### src/design/sfd_regs.svh
// Purpose: constants of the serial flash array command decoder
// Assumes: single-bit serial framing, 24-bit addresses
// Notes:   dummy counts per select code are plain defaults
`ifndef SFD_REGS_SVH
`define SFD_REGS_SVH

// ==========================================================
// opcodes
`define SFD_OP_READ          8'h03
`define SFD_OP_FAST_READ     8'h0b
`define SFD_OP_PAGE_PROGRAM  8'h02
`define SFD_OP_SECTOR_ERASE  8'h20
`define SFD_OP_BLOCK_ERASE   8'hd8

// ==========================================================
// framing and configuration fields
`define SFD_LAST_ADDR_BYTE   2'h2
`define SFD_DUMMY_SEL_LO_BIT 6
`define SFD_DUMMY_SEL_HI_BIT 7
`define SFD_DUMMY_DC00       4'h8
`define SFD_DUMMY_DC01       4'h6
`define SFD_DUMMY_DC10       4'h8
`define SFD_DUMMY_DC11       4'ha
`define SFD_PROG_CNT_MAX     9'h1ff
`define SFD_EMPTY_FILL       8'hff
`define SFD_BUF_FULL         2'h2

`endif

### src/design/sfd_pkg.sv
// Purpose: types of the serial flash array command decoder
// Assumes: nothing
// Notes:   state codes are one-hot
package sfd_pkg;

  typedef enum logic [7:0] {
    ST_IDLE    = 8'h01,
    ST_OPCODE  = 8'h02,
    ST_ADDR    = 8'h04,
    ST_DUMMY   = 8'h08,
    ST_READ    = 8'h10,
    ST_PROG    = 8'h20,
    ST_ERASE   = 8'h40,
    ST_STANDBY = 8'h80
  } sfd_state_e;

  typedef enum logic [2:0] {
    CMD_NONE          = 3'h0,
    CMD_PAGE_PROGRAM  = 3'h1,
    CMD_SECTOR_ERASE  = 3'h2,
    CMD_BLOCK_ERASE   = 3'h3,
    CMD_READ          = 3'h4
  } sfd_cmd_e;

  typedef logic [7:0] sfd_byte_t;

endpackage : sfd_pkg

### src/design/sfd_buf_if.sv
// Purpose: valid/ready carrier between decoder and its read buffer
// Assumes: one clock
// Notes:   store side is the buffer, user side the decoder
`timescale 1ns/1ps
interface sfd_buf_if;
  import sfd_pkg::*;
  logic      in_valid;
  logic      in_ready;
  sfd_byte_t in_data;
  logic      out_valid;
  logic      out_ready;
  sfd_byte_t out_data;
  modport store (input in_valid, in_data, out_ready, output in_ready, out_valid, out_data);
  modport user  (output in_valid, in_data, out_ready, input in_ready, out_valid, out_data);
endinterface : sfd_buf_if

### src/design/sfd_top.sv
// Purpose: serial flash array command decoder, device side
// Assumes: sclk, cs_n and si are asynchronous pins, sclk well below clock/4
// Notes:   single-bit framing only; program data is not buffered
//
// Summary of operation
// - opcode 02h, three address bytes, one or more data bytes program the page.
// - opcode 20h with three address bytes erases the 4 KB sector.
// - opcode d8h with three address bytes erases the 64 KB block.
// - read dummy cycle count follows config bits 6 and 7; host matches it.
// - program or erase ending off a byte boundary is rejected, not executed.
// - inputs sampled on serial clock rise, outputs shifted on its fall.
// - unknown opcode parks in standby, output off, until chip select rises.
// - array commands are ignored while a program or erase is busy.
`timescale 1ns/1ps
`include "sfd_regs.svh"
module sfd_top
  import sfd_pkg::*;
(
  input  wire logic        i_clock,       // 50 MHz system clock
  input  wire logic        i_sys_rst,     // sync reset, high
  input  wire logic        i_sclk,        // serial clock pin
  input  wire logic        i_cs_n,        // chip select pin, low active
  input  wire logic        i_si,          // serial data in pin
  input  wire logic [7:0]  i_config,      // configuration register value
  input  wire logic        i_array_busy,  // program or erase running
  input  wire logic        i_rd_valid,    // array read byte valid
  input  wire logic [7:0]  i_rd_data,     // array read byte
  output logic             o_rd_ready,    // buffer can take a byte
  output logic             o_rd_active,   // read in progress at o_cmd_addr
  output logic             o_so,          // serial data out
  output logic             o_so_oe,       // serial data out enable
  output logic             o_cmd_go,      // execute command, pulse
  output sfd_cmd_e         o_cmd_kind,    // command kind
  output logic [23:0]      o_cmd_addr,    // command address
  output logic             o_pgm_valid,   // program byte strobe
  output sfd_byte_t        o_pgm_data     // program byte
);

  // ========================================================
  // pin synchronisers
  logic [2:0] sclk_q;
  logic [2:0] cs_q;
  logic [1:0] si_q;

  always_ff @(posedge i_clock) begin
    if (i_sys_rst) begin
      sclk_q <= 3'h0;
      cs_q   <= 3'h7;
      si_q   <= 2'h0;
    end else begin
      sclk_q <= {sclk_q[1:0], i_sclk};
      cs_q   <= {cs_q[1:0], i_cs_n};
      si_q   <= {si_q[0], i_si};
    end
  end

  // only the second and third stages feed logic
  wire sclk_rise = sclk_q[1] && !sclk_q[2];
  wire sclk_fall = !sclk_q[1] && sclk_q[2];
  wire cs_fall   = !cs_q[1] && cs_q[2];
  wire cs_rise   = cs_q[1] && !cs_q[2];
  wire cs_active = !cs_q[1];
  wire si_bit    = si_q[1];

  // ========================================================
  // registers
  sfd_state_e  state_q;
  sfd_state_e  state_d;
  logic [2:0]  bit_q;
  sfd_byte_t   shin_q;
  logic [1:0]  abyte_q;
  logic [15:0] addr_q;
  logic [3:0]  dcnt_q;
  logic        fast_q;
  logic [8:0]  pbytes_q;
  logic [2:0]  obit_q;
  sfd_byte_t   out_q;

  sfd_buf_if rbuf ();

  // ========================================================
  // decode
  wire        byte_done = sclk_rise && (bit_q == 3'h7);
  wire [7:0]  byte_in   = {shin_q[6:0], si_bit};
  wire        op_rd     = (byte_in == `SFD_OP_READ);
  wire        op_fr     = (byte_in == `SFD_OP_FAST_READ);
  wire        op_pp     = (byte_in == `SFD_OP_PAGE_PROGRAM);
  wire        op_se     = (byte_in == `SFD_OP_SECTOR_ERASE);
  wire        op_be     = (byte_in == `SFD_OP_BLOCK_ERASE);
  wire        op_known  = op_rd || op_fr || op_pp || op_se || op_be;
  wire        addr_done = byte_done && (abyte_q == `SFD_LAST_ADDR_BYTE);
  wire [1:0]  dsel      = {i_config[`SFD_DUMMY_SEL_HI_BIT], i_config[`SFD_DUMMY_SEL_LO_BIT]};
  wire [3:0]  dummy_len = (dsel == 2'h0) ? `SFD_DUMMY_DC00 :
                          (dsel == 2'h1) ? `SFD_DUMMY_DC01 :
                          (dsel == 2'h2) ? `SFD_DUMMY_DC10 : `SFD_DUMMY_DC11;
  wire        dummy_end = sclk_rise && (dcnt_q == dummy_len - 4'h1);
  wire        pop       = sclk_fall && (state_q == ST_READ) && (obit_q == 3'h0);
  wire [7:0]  next_out  = rbuf.out_valid ? rbuf.out_data : `SFD_EMPTY_FILL;
  wire        aligned   = (bit_q == 3'h0);
  wire        go_ok     = cs_rise && aligned &&
                          (((state_q == ST_PROG) && (pbytes_q != 9'h0)) ||
                           (state_q == ST_ERASE));
  wire        pgm_strobe = byte_done && (state_q == ST_PROG);
  wire        read_ent  = (state_d == ST_READ) || (state_d == ST_DUMMY);
  sfd_cmd_e   op_kind;

  assign op_kind = op_pp ? CMD_PAGE_PROGRAM :
                   op_se ? CMD_SECTOR_ERASE :
                   op_be ? CMD_BLOCK_ERASE  : CMD_READ;

  assign rbuf.in_valid  = i_rd_valid;
  assign rbuf.in_data   = i_rd_data;
  assign rbuf.out_ready = pop;
  assign o_rd_ready     = rbuf.in_ready;

  sfd_buf u_buf (
    .i_clock   (i_clock),
    .i_sys_rst (i_sys_rst),
    .i_flush   (!o_rd_active),
    .bus       (rbuf)
  );

  // ========================================================
  // command sequencer
  always_comb begin
    state_d = state_q;
    if (!cs_active) begin
      state_d = ST_IDLE;
    end else begin
      unique case (state_q)
        ST_IDLE:    if (cs_fall) state_d = ST_OPCODE;
        ST_OPCODE: begin
          if (byte_done) begin
            if (!op_known || i_array_busy) state_d = ST_STANDBY;
            else                           state_d = ST_ADDR;
          end
        end
        ST_ADDR: begin
          if (addr_done) begin
            if (o_cmd_kind == CMD_PAGE_PROGRAM)    state_d = ST_PROG;
            else if (o_cmd_kind != CMD_READ)       state_d = ST_ERASE;
            else if (fast_q)                       state_d = ST_DUMMY;
            else                                   state_d = ST_READ;
          end
        end
        ST_DUMMY:   if (dummy_end) state_d = ST_READ;
        ST_READ:    state_d = ST_READ;
        ST_PROG:    state_d = ST_PROG;
        ST_ERASE:   state_d = ST_ERASE;
        ST_STANDBY: state_d = ST_STANDBY;
      endcase
    end
  end

  always_ff @(posedge i_clock) begin
    if (i_sys_rst) state_q <= ST_IDLE;
    else           state_q <= state_d;
  end

  // ========================================================
  // input shifting, sampled on serial clock rise
  always_ff @(posedge i_clock) begin
    if (i_sys_rst || !cs_active) begin
      bit_q  <= 3'h0;
      shin_q <= 8'h00;
    end else if (sclk_rise) begin
      bit_q  <= bit_q + 3'h1;
      shin_q <= byte_in;
    end
  end

  always_ff @(posedge i_clock) begin
    if (i_sys_rst || state_q != ST_ADDR) abyte_q <= 2'h0;
    else if (byte_done)                  abyte_q <= abyte_q + 2'h1;
  end

  always_ff @(posedge i_clock) begin
    if (i_sys_rst)                              addr_q <= 16'h0000;
    else if (byte_done && state_q == ST_ADDR)   addr_q <= {addr_q[7:0], byte_in};
  end

  always_ff @(posedge i_clock) begin
    if (i_sys_rst || state_q != ST_DUMMY) dcnt_q <= 4'h0;
    else if (sclk_rise)                   dcnt_q <= dcnt_q + 4'h1;
  end

  // ========================================================
  // command outputs
  always_ff @(posedge i_clock) begin
    if (i_sys_rst) begin
      o_cmd_kind <= CMD_NONE;
      fast_q     <= 1'b0;
      o_cmd_addr <= 24'h000000;
    end else if (byte_done && state_q == ST_OPCODE && op_known) begin
      o_cmd_kind <= op_kind;
      fast_q     <= op_fr;
    end else if (addr_done && state_q == ST_ADDR) begin
      o_cmd_addr <= {addr_q, byte_in};
    end
  end

  always_ff @(posedge i_clock) begin
    if (i_sys_rst || cs_fall)                        pbytes_q <= 9'h000;
    else if (pgm_strobe && pbytes_q != `SFD_PROG_CNT_MAX) pbytes_q <= pbytes_q + 9'h001;
  end

  always_ff @(posedge i_clock) begin
    if (i_sys_rst) begin
      o_cmd_go    <= 1'b0;
      o_pgm_valid <= 1'b0;
      o_pgm_data  <= 8'h00;
      o_rd_active <= 1'b0;
    end else begin
      o_cmd_go    <= go_ok;
      o_pgm_valid <= pgm_strobe;
      o_pgm_data  <= pgm_strobe ? byte_in : o_pgm_data;
      o_rd_active <= read_ent;
    end
  end

  // ========================================================
  // output shifting on serial clock fall; empty buffer sends fill
  always_ff @(posedge i_clock) begin
    if (i_sys_rst || state_q != ST_READ) begin
      obit_q <= 3'h0;
      out_q  <= 8'h00;
    end else if (sclk_fall) begin
      obit_q <= obit_q + 3'h1;
      out_q  <= pop ? {next_out[6:0], 1'b0} : {out_q[6:0], 1'b0};
    end
  end

  always_ff @(posedge i_clock) begin
    if (i_sys_rst) begin
      o_so    <= 1'b0;
      o_so_oe <= 1'b0;
    end else begin
      o_so    <= pop ? next_out[7] : ((sclk_fall && state_q == ST_READ) ? out_q[7] : o_so);
      o_so_oe <= (state_d == ST_READ);
    end
  end
endmodule : sfd_top

### src/design/sfd_buf.sv
// Purpose: two-entry read data buffer
// Assumes: synchronous reset, flush clears contents
// Notes:   in_ready is a register so the top output stays flopped
`timescale 1ns/1ps
`include "sfd_regs.svh"
module sfd_buf
  import sfd_pkg::*;
(
  input  wire logic i_clock,    // system clock
  input  wire logic i_sys_rst,  // sync reset, high
  input  wire logic i_flush,    // drop all entries
  sfd_buf_if.store  bus         // fill and drain sides
);

  sfd_byte_t  mem_q [2];
  logic       wr_q;
  logic       rd_q;
  logic [1:0] cnt_q;
  logic [1:0] cnt_d;
  logic       rdy_q;

  wire push = bus.in_valid && rdy_q;
  wire pop  = bus.out_valid && bus.out_ready;

  assign cnt_d         = cnt_q + {1'b0, push} - {1'b0, pop};
  assign bus.in_ready  = rdy_q;
  assign bus.out_valid = (cnt_q != 2'h0);
  assign bus.out_data  = mem_q[rd_q];

  // ========================================================
  // pointers and fill level
  always_ff @(posedge i_clock) begin
    if (i_sys_rst || i_flush) begin
      wr_q  <= 1'b0;
      rd_q  <= 1'b0;
      cnt_q <= 2'h0;
      rdy_q <= 1'b1;
    end else begin
      wr_q  <= wr_q ^ push;
      rd_q  <= rd_q ^ pop;
      cnt_q <= cnt_d;
      rdy_q <= (cnt_d != `SFD_BUF_FULL);
    end
  end

  always_ff @(posedge i_clock) begin
    if (push) begin
      mem_q[wr_q] <= bus.in_data;
    end
  end

endmodule : sfd_buf

### config.mk
export PLATFORM = sky130hd
export DESIGN_NAME = sfd_top
export DESIGN_NICKNAME = d
export VERILOG_FILES = /design/src/design/sfd_pkg.sv /design/src/design/sfd_buf_if.sv /design/src/design/sfd_top.sv /design/src/design/sfd_buf.sv
export VERILOG_INCLUDE_DIRS = /design/src /design/src/design
export SDC_FILE = /design/constraint.sdc
export NUM_CORES = 1
export LEC_CHECK = 0
export BUFFER_PORTS_ARGS = -buffer_cell sky130_fd_sc_hd__buf_2
export CAP_MARGIN = 25
export CORE_UTILIZATION = 32
export CTS_BUF_LIST = sky130_fd_sc_hd__clkbuf_8
export CTS_CLUSTER_SIZE = 10
export DETAILED_ROUTE_END_ITERATION = 8
export GPL_ROUTABILITY_DRIVEN = 0
export PLACE_DENSITY = 0.55
export SKIP_LAST_GASP = 1
export SYNTH_ARGS = -nofsm -noshare
export SYNTH_HDL_FRONTEND = slang
export SYNTH_SLANG_ARGS = --single-unit
### constraint.sdc
create_clock -name i_clock -period 8.2 [get_ports i_clock]
set_clock_uncertainty 0.2 [all_clocks]
set_input_delay 0.82 -clock i_clock [delete_from_list [all_inputs] [get_ports i_clock]]
set_output_delay 0.82 -clock i_clock [all_outputs]
set_load 0.05 [all_outputs]
==> summary.md, run 1 <==
| Metric | Value |
|---|---|
| #FFs+latches synth | between 100 and 150 |
| Antenna violations before repair | 0 |
| Final setup margin | around 4.8 ns |
| Switching share of total power | a little under a quarter |
| Synthesized net count | around 630 |
| Post-CTS setup buffers | 0 |
| Number of CTS-inserted buffers | 17 |
| Initial DRC count | 200 |
| Max-slew violation count | 0 |
| Htree depth | 4 |
| WP data required | around 8.3 ns |
| Routed WL | 11.7 mm |
| Clock Latency Late Sink | approximately 0.45 ns |
| FMAX | 0.296 GHz |
| Overall Global Routing Usage | between 10% and 20% |
| Status | finished, final reports clean |
| Hold depth | 1 |
| # port buffers | 57 |
| VDD IR max | about 0.088 mV |
| Top post-synthesis cells by count | nand2_1, dfxtp_1, a21oi_1 |
| Residual DRC | 0 |
| Fin area | 0.00623 mm2 |
| Post-Synthesis Cells | between 500 and 600 |
| Pleak | approximately 2.3 nW |
| Top cell type's share of synthesized area | between 40 and 50% |
| # IOs | 64 |
| Area leader, netlist | dfxtp_1 |
| Largest net degree at the start of global routing | 75 |
| Fillers | roughly 1,700 |
| Longest Clk Path Bufs | 2 |
| Max-slew headroom | between 40% and 50% |
| Hold Crit Class | flip-flop to flip-flop |
| NetSw | around 0.27 mW |
| Top cells by area, synth | dfxtp_1, nand2_1, edfxtp_1 |
| Post-synthesis cell type count | 61 |
| Synthesized area | between 0.005 and 0.006 mm2 |
| Fin nets | roughly 680 |
| Count leader, synth | nand2_1 |
| FP Rows | 47 |
| Share of layout cells above drive strength 1 | 17.9% |
| Number of flops mapped to enable cells by yosys | 16 |
| Initial Utilization | between 30% and 40% |
| First-pass GRT wire length | 19.6 mm |
| Seq/Total Area, Yosys | about half |
| CTS tree | done |
| Vias in the first global route | 4,052 |
| GRT overflow | 0 |
| Dpl ws | roughly 4.8 ns |
| Setup TNS Final | 0 ns |
| Layout area overhead | 16.0% |
| Period utilisation layout | ~41% |
| Nature of the critical path startpoint | flip-flop |
| Clk network pwr share | around 44% |
| Final core utilization | 37.9% |
| Clock Sinks | 129 |
| WL per Instance | between 10 and 15 um |
| Ys flop type | dfxtp_1 |
| CP arrival | approximately 3.5 ns |
| Via/cell ratio | between 4 and 5 |
| Die Width | roughly 130 um |
| N_diodes | 0 |
| Clock-pin transition on the worst setup and hold timing paths | roughly 0.08 ns |
| FF-to-FF path depth | 12 |
| RSZ-0062 raised after global routing | false |
| Worst slew pin tran | around 0.87 ns |
| Core area | between 0.015 and 0.02 mm2 |
| Ys Warns | 0 |
| Hold Fails Final Rpt | 0 |
| Min Tclk post-route | around 3.4 ns |
| Dpl hpwl | roughly 8.0 mm |
| Number of max-cap violations | 0 |
| Comb power frac | under 10% |
| Die Span Y | between 100 and 150 um |
| Post-cts sizing count | 0 |
| Design internal power | 0.918 mW |
| Total power | between 1 and 1.5 mW |
| Vias post-DR | roughly 4,200 |
| Hold-fix buffers, CTS | 0 |
| Final setup viols | 0 |
| DP Area | around 0.0058 mm2 |
| P per Cell Area | between 150 and 200 mW/mm2 |
| Crit Path Max Fanout | 9 |
| Endpoint class of the critical path | flip-flop |
| CP Class | flip-flop to flip-flop |
| Seq pwr share | 54.2% |
| Mean post-synth cell area | roughly 9 um2 |
| Clock root buffer | clkbuf_8 |
| Antenna-violating nets left | 0 |
| First-pass iteration count of the detailed router | 4 |
| Die area | 0.0173 mm2 |
| Async set or reset register ratio after synthesis | 0% |
==> metal layers <==
layer	share of wire, %	track usage [%]	vias to the layer above
li1	-	-	2130
met1	48	17.7	1996
met2	46	22.1	80
met3	3.8	4.48	22
met4	2.0	6.78	0
met5	0	0	-
==> cell usage in the layout (no fill, tap or decap), types with 2 or more instances in the layout <==
cell        instances
clkinv_4            3
bufinv_16           2
nand4_1            10
xnor2_1             4
nand2_1           129
nor4_4              4
or3_1               3
nor4b_1             3
dfxtp_1           113
o211ai_1            2
o21ai_0             4
clkinvlp_4          3
nand3_1             4
nor4_1              3
ha_1               14
nand3b_1            2
nor3_1             10
inv_6               2
clkbuf_8           17
a21oi_1            72
buf_4               4
mux2_2              7
edfxtp_1           16
o221ai_1            7
or2_2               4
a22oi_1             3
inv_1              19
nor2b_1            10
a31oi_1             2
mux2i_1            14
nor2_1             49
nand4b_1            3
buf_2              57
a21o_1              2
o21ai_1             3
nand2b_1            6
xor2_1             11
o21a_1              2
==> power by group through the flow <==
stage	sequential [mW]	clock [mW]	combinational [mW]
after CTS	0.645	0.536	0.0244
after floorplan	0.659	0	0.0158
after global placement	0.660	0	0.0236
after global routing	0.646	0.564	0.0268
after detailed placement	0.660	0	0.0243
final	0.646	0.522	0.0239
==> critical path: stages, from the launching register on <==
cell	delay, ns
dfxtp_1	0.40
nor4_4	0.62
nand4b_4	0.24
nor4_4	0.54
o21ai_2	0.28
inv_2	0.09
ha_1	0.22
inv_1	0.06
ha_1	0.15
xor2_1	0.18
xnor2_1	0.09
nor2_1	0.12
nand2_1	0.06
==> flip-flops by register name, indices dropped and copies added, names as in the netlist, 2 cells and up <==
register     flops
si_q             2
abyte_q          2
out_q            7
sclk_q           3
o_cmd_addr      24
cs_q             3
u_buf.cnt_q      2
dcnt_q           4
obit_q           3
addr_q          16
o_cmd_kind       3
bit_q            3
o_pgm_data       8
state_q          8
shin_q           7
u_buf.mem_q     16
pbytes_q         9
==> cell type report <==
type | count | area (um2) | share of cell area [%]
tap | 220 | 275 | 4.42
inverter | 17 | 63.8 | 1.02
clock inverter | 15 | 146 | 2.35
clock buffer | 17 | 234 | 3.75
multi-input combinational | 413 | 2440 | 39.2
timing repair buffer | 62 | 330 | 5.30
sequential | 129 | 2740 | 44.0
==> cell families (layout without fill, tap and decap cells) <==
kind of cell,count (synthesis),after routing,synth area share (%)
DFF,129,129,51.0
AOI/OAI and AO/OA,111,111,12.6
buffers and inverters,49,111,3.52
muxes,21,21,4.08
adders and majority gates,14,14,3.26
xor gates and xnor gates,15,15,2.45
and+or+nand+nor,252,252,23.1
==> metrics by stage <==
step	hold WS, ns	cells
after detailed placement	0.204	840
final	0.217	873
after global routing	0.245	873
after floorplan	0.189	591
after CTS	0.222	872
after global placement	0.205	839
==> final timing paths <==
path | end | startpoint | slack, ns
hold reg to reg | cs_q[1]$_SDFF_PP1_ | cs_q[0]$_SDFF_PP1_ | 0.22
setup / recovery | u_buf.bus.in_ready$_SDFF_PP1_ | state_q[0]$_SDFF_PP1_ | 4.82
hold / removal | cs_q[1]$_SDFF_PP1_ | cs_q[0]$_SDFF_PP1_ | 0.22
setup reg to reg | u_buf.bus.in_ready$_SDFF_PP1_ | state_q[0]$_SDFF_PP1_ | 4.82
(Power assumes the default switching activity.)
==> run 2, diff against run 1 <==
Settings changed: ABC_AREA set to 1, PLACE_DENSITY 0.55 to 0.57.
Clock period 8.2 ns to 2.85 ns, I/O delays scaled along.
==> run 2 against run 1 <==
Against the previous run:
- via count increased by 8.0%
- setup slack got worse by 4.4 ns
- maximum frequency increased by 39%
- sequential power increased to 2.9 times the previous value
- non-clock buffer count increased by 11
- synthesized area increased by 3.1%
- final cell count increased by 14%
- clock-buffer cell count increased by 1
- sequential share of layout area decreased by 2.0 points
- design area increased by 4.9%
- clock power increased to 2.8 times the previous value
==> summary.md, run 2 <==
| Metric | Value |
|---|---|
| Clock-pin transition on the worst setup and hold timing paths | 0.07 ns (about the same) |
| P per Cell Area | 519 mW/mm2 (+170%) |
| Cell Chain, Critical Path | inv_1 -> nor2_1 -> inv_2 -> nor2_4 -> nand2_4 -> nor2_8 -> ha_1 -> inv_1 -> ha_1 -> xor2_1 -> nor2_1 -> nand2_1 |
| Die Width | 134 um (+1.5%) |
| Max reg flops | 24 (unchanged) |
| R2R Path Start | sclk_q[2]$_SDFF_PP0_ |
| Buffers and inverters on the worst path | 3 (+1) |
| Most frequent cells in the layout | nor2_1, dfxtp_1, nand2_1, inv_1, o21ai_0 |
| Hold Fails Final Rpt | 0 (unchanged) |
| Placed insts | 956 (+14%) |
| Nature of the critical path startpoint | flip-flop |
| Share of layout cells above drive strength 1 | 17.5% (-0.44 points) |
| Worst slew pin tran | 0.544 ns (-0.330 ns) |
| Longest Clk Path Bufs | 2 (unchanged) |
| FP Rows | 47 (unchanged) |
| Die area | 0.0178 mm2 (+3.1%) |
| Mean post-synth cell area | 8.01 um2 (-12%) |
| Antenna-violating nets left | 0 (unchanged) |
| Endpoint class of the critical path | flip-flop |
| N_diodes | 0 (unchanged) |
| GRT overflow | 0 (unchanged) |
| CP peak stage delay | 0.34 ns (-0.28 ns) |
| Vias post-DR | 4,567 (+8.0%) |
| Non-Filler Instances | 998 (+14%) |
| Ys flop type | dfxtp_1 |
| Worst hold slack | 0.0652 ns (-0.152 ns) |
| #FFs+latches synth | 129 (unchanged) |
| Via/cell ratio | 4.58 (-5.5%) |
| Ys Warns | 0 (unchanged) |
| Post-Synthesis Cells | 692 (+17%) |
| Crit Path Max Fanout | 16 (+7) |
| R2R Setup Slk | 0.41 ns (-4.40 ns) |
| Layout area overhead | 18.0% |
| RSZ-0062 raised after global routing | false |
| Startpoint of the worst hold path | i_rd_valid |
| WP data required | 2.98 ns (-5.36 ns) |
| First-pass iteration count of the detailed router | 4 (unchanged) |
| Number of max-cap violations | 0 (unchanged) |
| Top cell type's share of synthesized area | 40.8% (-1.3 points) |
| Largest net degree at the start of global routing | 33 (-56%) |
| Hold Path End | u_buf.wr_q$_SDFF_PP0_ |
| Grt met3 use | 3.58% (-0.90 points) |
| Clock Sinks | 129 (unchanged) |
| Die Span Y | 134 um (+1.5%) |
| FMAX | 0.410 GHz (+39%) |
| Fin nets | 803 (+19%) |
| Overall Global Routing Usage | 15.0% (+0.82 points) |
| Top post-synthesis cells by count | nor2_1, dfxtp_1, nand2_1 |
| VDD IR max | 0.262 mV (+200%) |
| Regs by FF count | o_cmd_addr: 24 flops, addr_q: 16 flops, u_buf.mem_q: 16 flops |
| Clock Latency Late Sink | 0.44 ns (about the same) |
| WL per Instance | 12.4 um (-7.4%) |
| Dpl hpwl | 8.78 mm (+9.7%) |
| Setup TNS Final | 0 ns (unchanged) |
| Status | finished, final reports clean |
| # IOs | 64 (unchanged) |
| Min Tclk post-route | 2.44 ns (-0.945 ns) |
| Slowest cell on the critical path | dfxtp_1 |
| Initial Utilization | 33.1% (+0.43 points) |
| Core area | 0.0168 mm2 (+1.8%) |
| Pleak | 2.93 nW (+25%) |
| Number of flops mapped to enable cells by yosys | 16 (unchanged) |
| Max-slew headroom | 63.6% (+22 points) |
| Antenna violations before repair | 0 (unchanged) |
| Final core utilization | 39.0% (+1.2 points) |
| Post-CTS setup buffers | 0 (unchanged) |
| Async set or reset register ratio after synthesis | 0% (unchanged) |
| Count leader, synth | nor2_1 |
| CP delay by family, top | simple AND/OR/NAND/NOR gates |
| Number of CTS-inserted buffers | 17 (unchanged) |
| Initial DRC count | 245 (+23%) |
| Met1 usage | 20.4% (+2.6 points) |
| Seq/Total Area, Yosys | 49.5% (-1.5 points) |
| Period utilisation layout | 85.5% (+44 points) |
| Residual DRC | 0 (unchanged) |
| CTS tree | done |
| Met2 GRT Util | 22.7% (+0.67 points) |
| Top cells by area, synth | dfxtp_1, edfxtp_1, nor2_1 |
| Post-synthesis cell type count | 40 (-34%) |
| GR peak layer | met2 |
| Crit Reg-Reg Endpoint | u_buf.bus.in_ready$_SDFF_PP1_ |
| Synthesized area | 0.00554 mm2 (+3.1%) |
| CP arrival | 2.56 ns (-0.96 ns) |
| Commonest non-fill, non-tap cell in the layout | nor2_1 |
| Hold Crit Class | input pin to flip-flop |
| CP Class | flip-flop to flip-flop |
| Hold depth | 5 (+4) |
| FF-to-FF path depth | 12 (unchanged) |
| First-pass GRT wire length | 21.1 mm (+7.8%) |
| Area leader, netlist | dfxtp_1 |
| # port buffers | 57 (unchanged) |
| Reg with most FFs | o_cmd_addr |
| Synthesized net count | 729 (+16%) |
| Routed WL | 12.4 mm (+5.8%) |
| Final setup viols | 0 (unchanged) |
| Vias in the first global route | 4,297 (+6.0%) |
| Clock root buffer | clkbuf_8 |
| Max-slew violation count | 0 (unchanged) |
| Htree depth | 4 (unchanged) |
-- run 2: cell count changes after synthesis, moves of 14 or more --
cell / previous run / this run
nand3_1: 4 / 23
o21ai_0: 4 / 65
clkbuf_1: 26 / 11
inv_1: 16 / 77
mux2i_1: 14 / 0
nand2_1: 129 / 96
nor2_1: 49 / 116
-- run 2: per-stage QoR --
stage | setup WS (ns) | instance area (um2) | power, mW
6_report | 0.414 | 6540 | 3.40
4_1_cts | 0.380 | 6540 | 3.44
3_5_place_dp | 0.415 | 6070 | 1.98
2_1_floorplan | 0.773 | 5540 | 1.94
3_3_place_gp | 0.424 | 6070 | 1.98
5_1_grt | 0.182 | 6540 | 3.53
-- run 2: worst reg2reg max path, stage by stage (launching register included) --
cell     delay (ns)
dfxtp_1        0.34
inv_1          0.10
nor2_1         0.31
inv_2          0.21
nor2_4         0.20
nand2_4        0.12
nor2_8         0.17
ha_1           0.14
inv_1          0.04
ha_1           0.19
xor2_1         0.16
nor2_1         0.11
nand2_1        0.05
-- run 2: how the worst max path moves through the flow --
stage	startpoint	to	slack, ns	cells past startpoint
after floorplan	state_q[4]$_SDFF_PP0_	u_buf.bus.in_ready$_SDFF_PP1_	0.77	12
after global placement	sclk_q[2]$_SDFF_PP0_	u_buf.bus.in_ready$_SDFF_PP1_	0.42	12
after detailed placement	sclk_q[2]$_SDFF_PP0_	u_buf.bus.in_ready$_SDFF_PP1_	0.42	12
after CTS	sclk_q[2]$_SDFF_PP0_	u_buf.bus.in_ready$_SDFF_PP1_	0.38	12
after global routing	sclk_q[2]$_SDFF_PP0_	u_buf.bus.in_ready$_SDFF_PP1_	0.18	12
final	sclk_q[2]$_SDFF_PP0_	u_buf.bus.in_ready$_SDFF_PP1_	0.41	12
-- run 2: layer usage --
layer,share of wire (%),up-vias
met5,0,-
met4,1.6,0
met3,3.8,19
met2,44,86
met1,50,2054
li1,-,2408
-- run 2: timing repair --
item	4_1_cts	5_1_grt
resized for setup	0	0
hold buffers	11	0
endpoints found under the hold margin	19	0
-- run 2: power by group --
part	internal [mW]	leakage [nW]	switching (mW)	total, mW
logic	0.0331	1.69	0.0550	0.0881
clock network	0.707	0.179	0.744	1.45
registers	1.85	1.06	0.00702	1.86
total	2.59	2.93	0.806	3.40
-- run 2: area by class of cell --
class                   instances  area [um2]
flip-flops and latches        129        2740
clock inverters                13         114
inverters                      85         322
clock buffers                  18         248
multi-input cells             460        2400
well taps                     220         275
repair buffers                 73         433
fillers                      1757       10200
-- run 2: cell families after synthesis --
logic type      synth area share [%]
buf+inv                         7.11
compound gates                  14.9
xor+xnor                       0.790
simple gates                    24.5
flops                           49.5
fa+ha+maj                       3.16
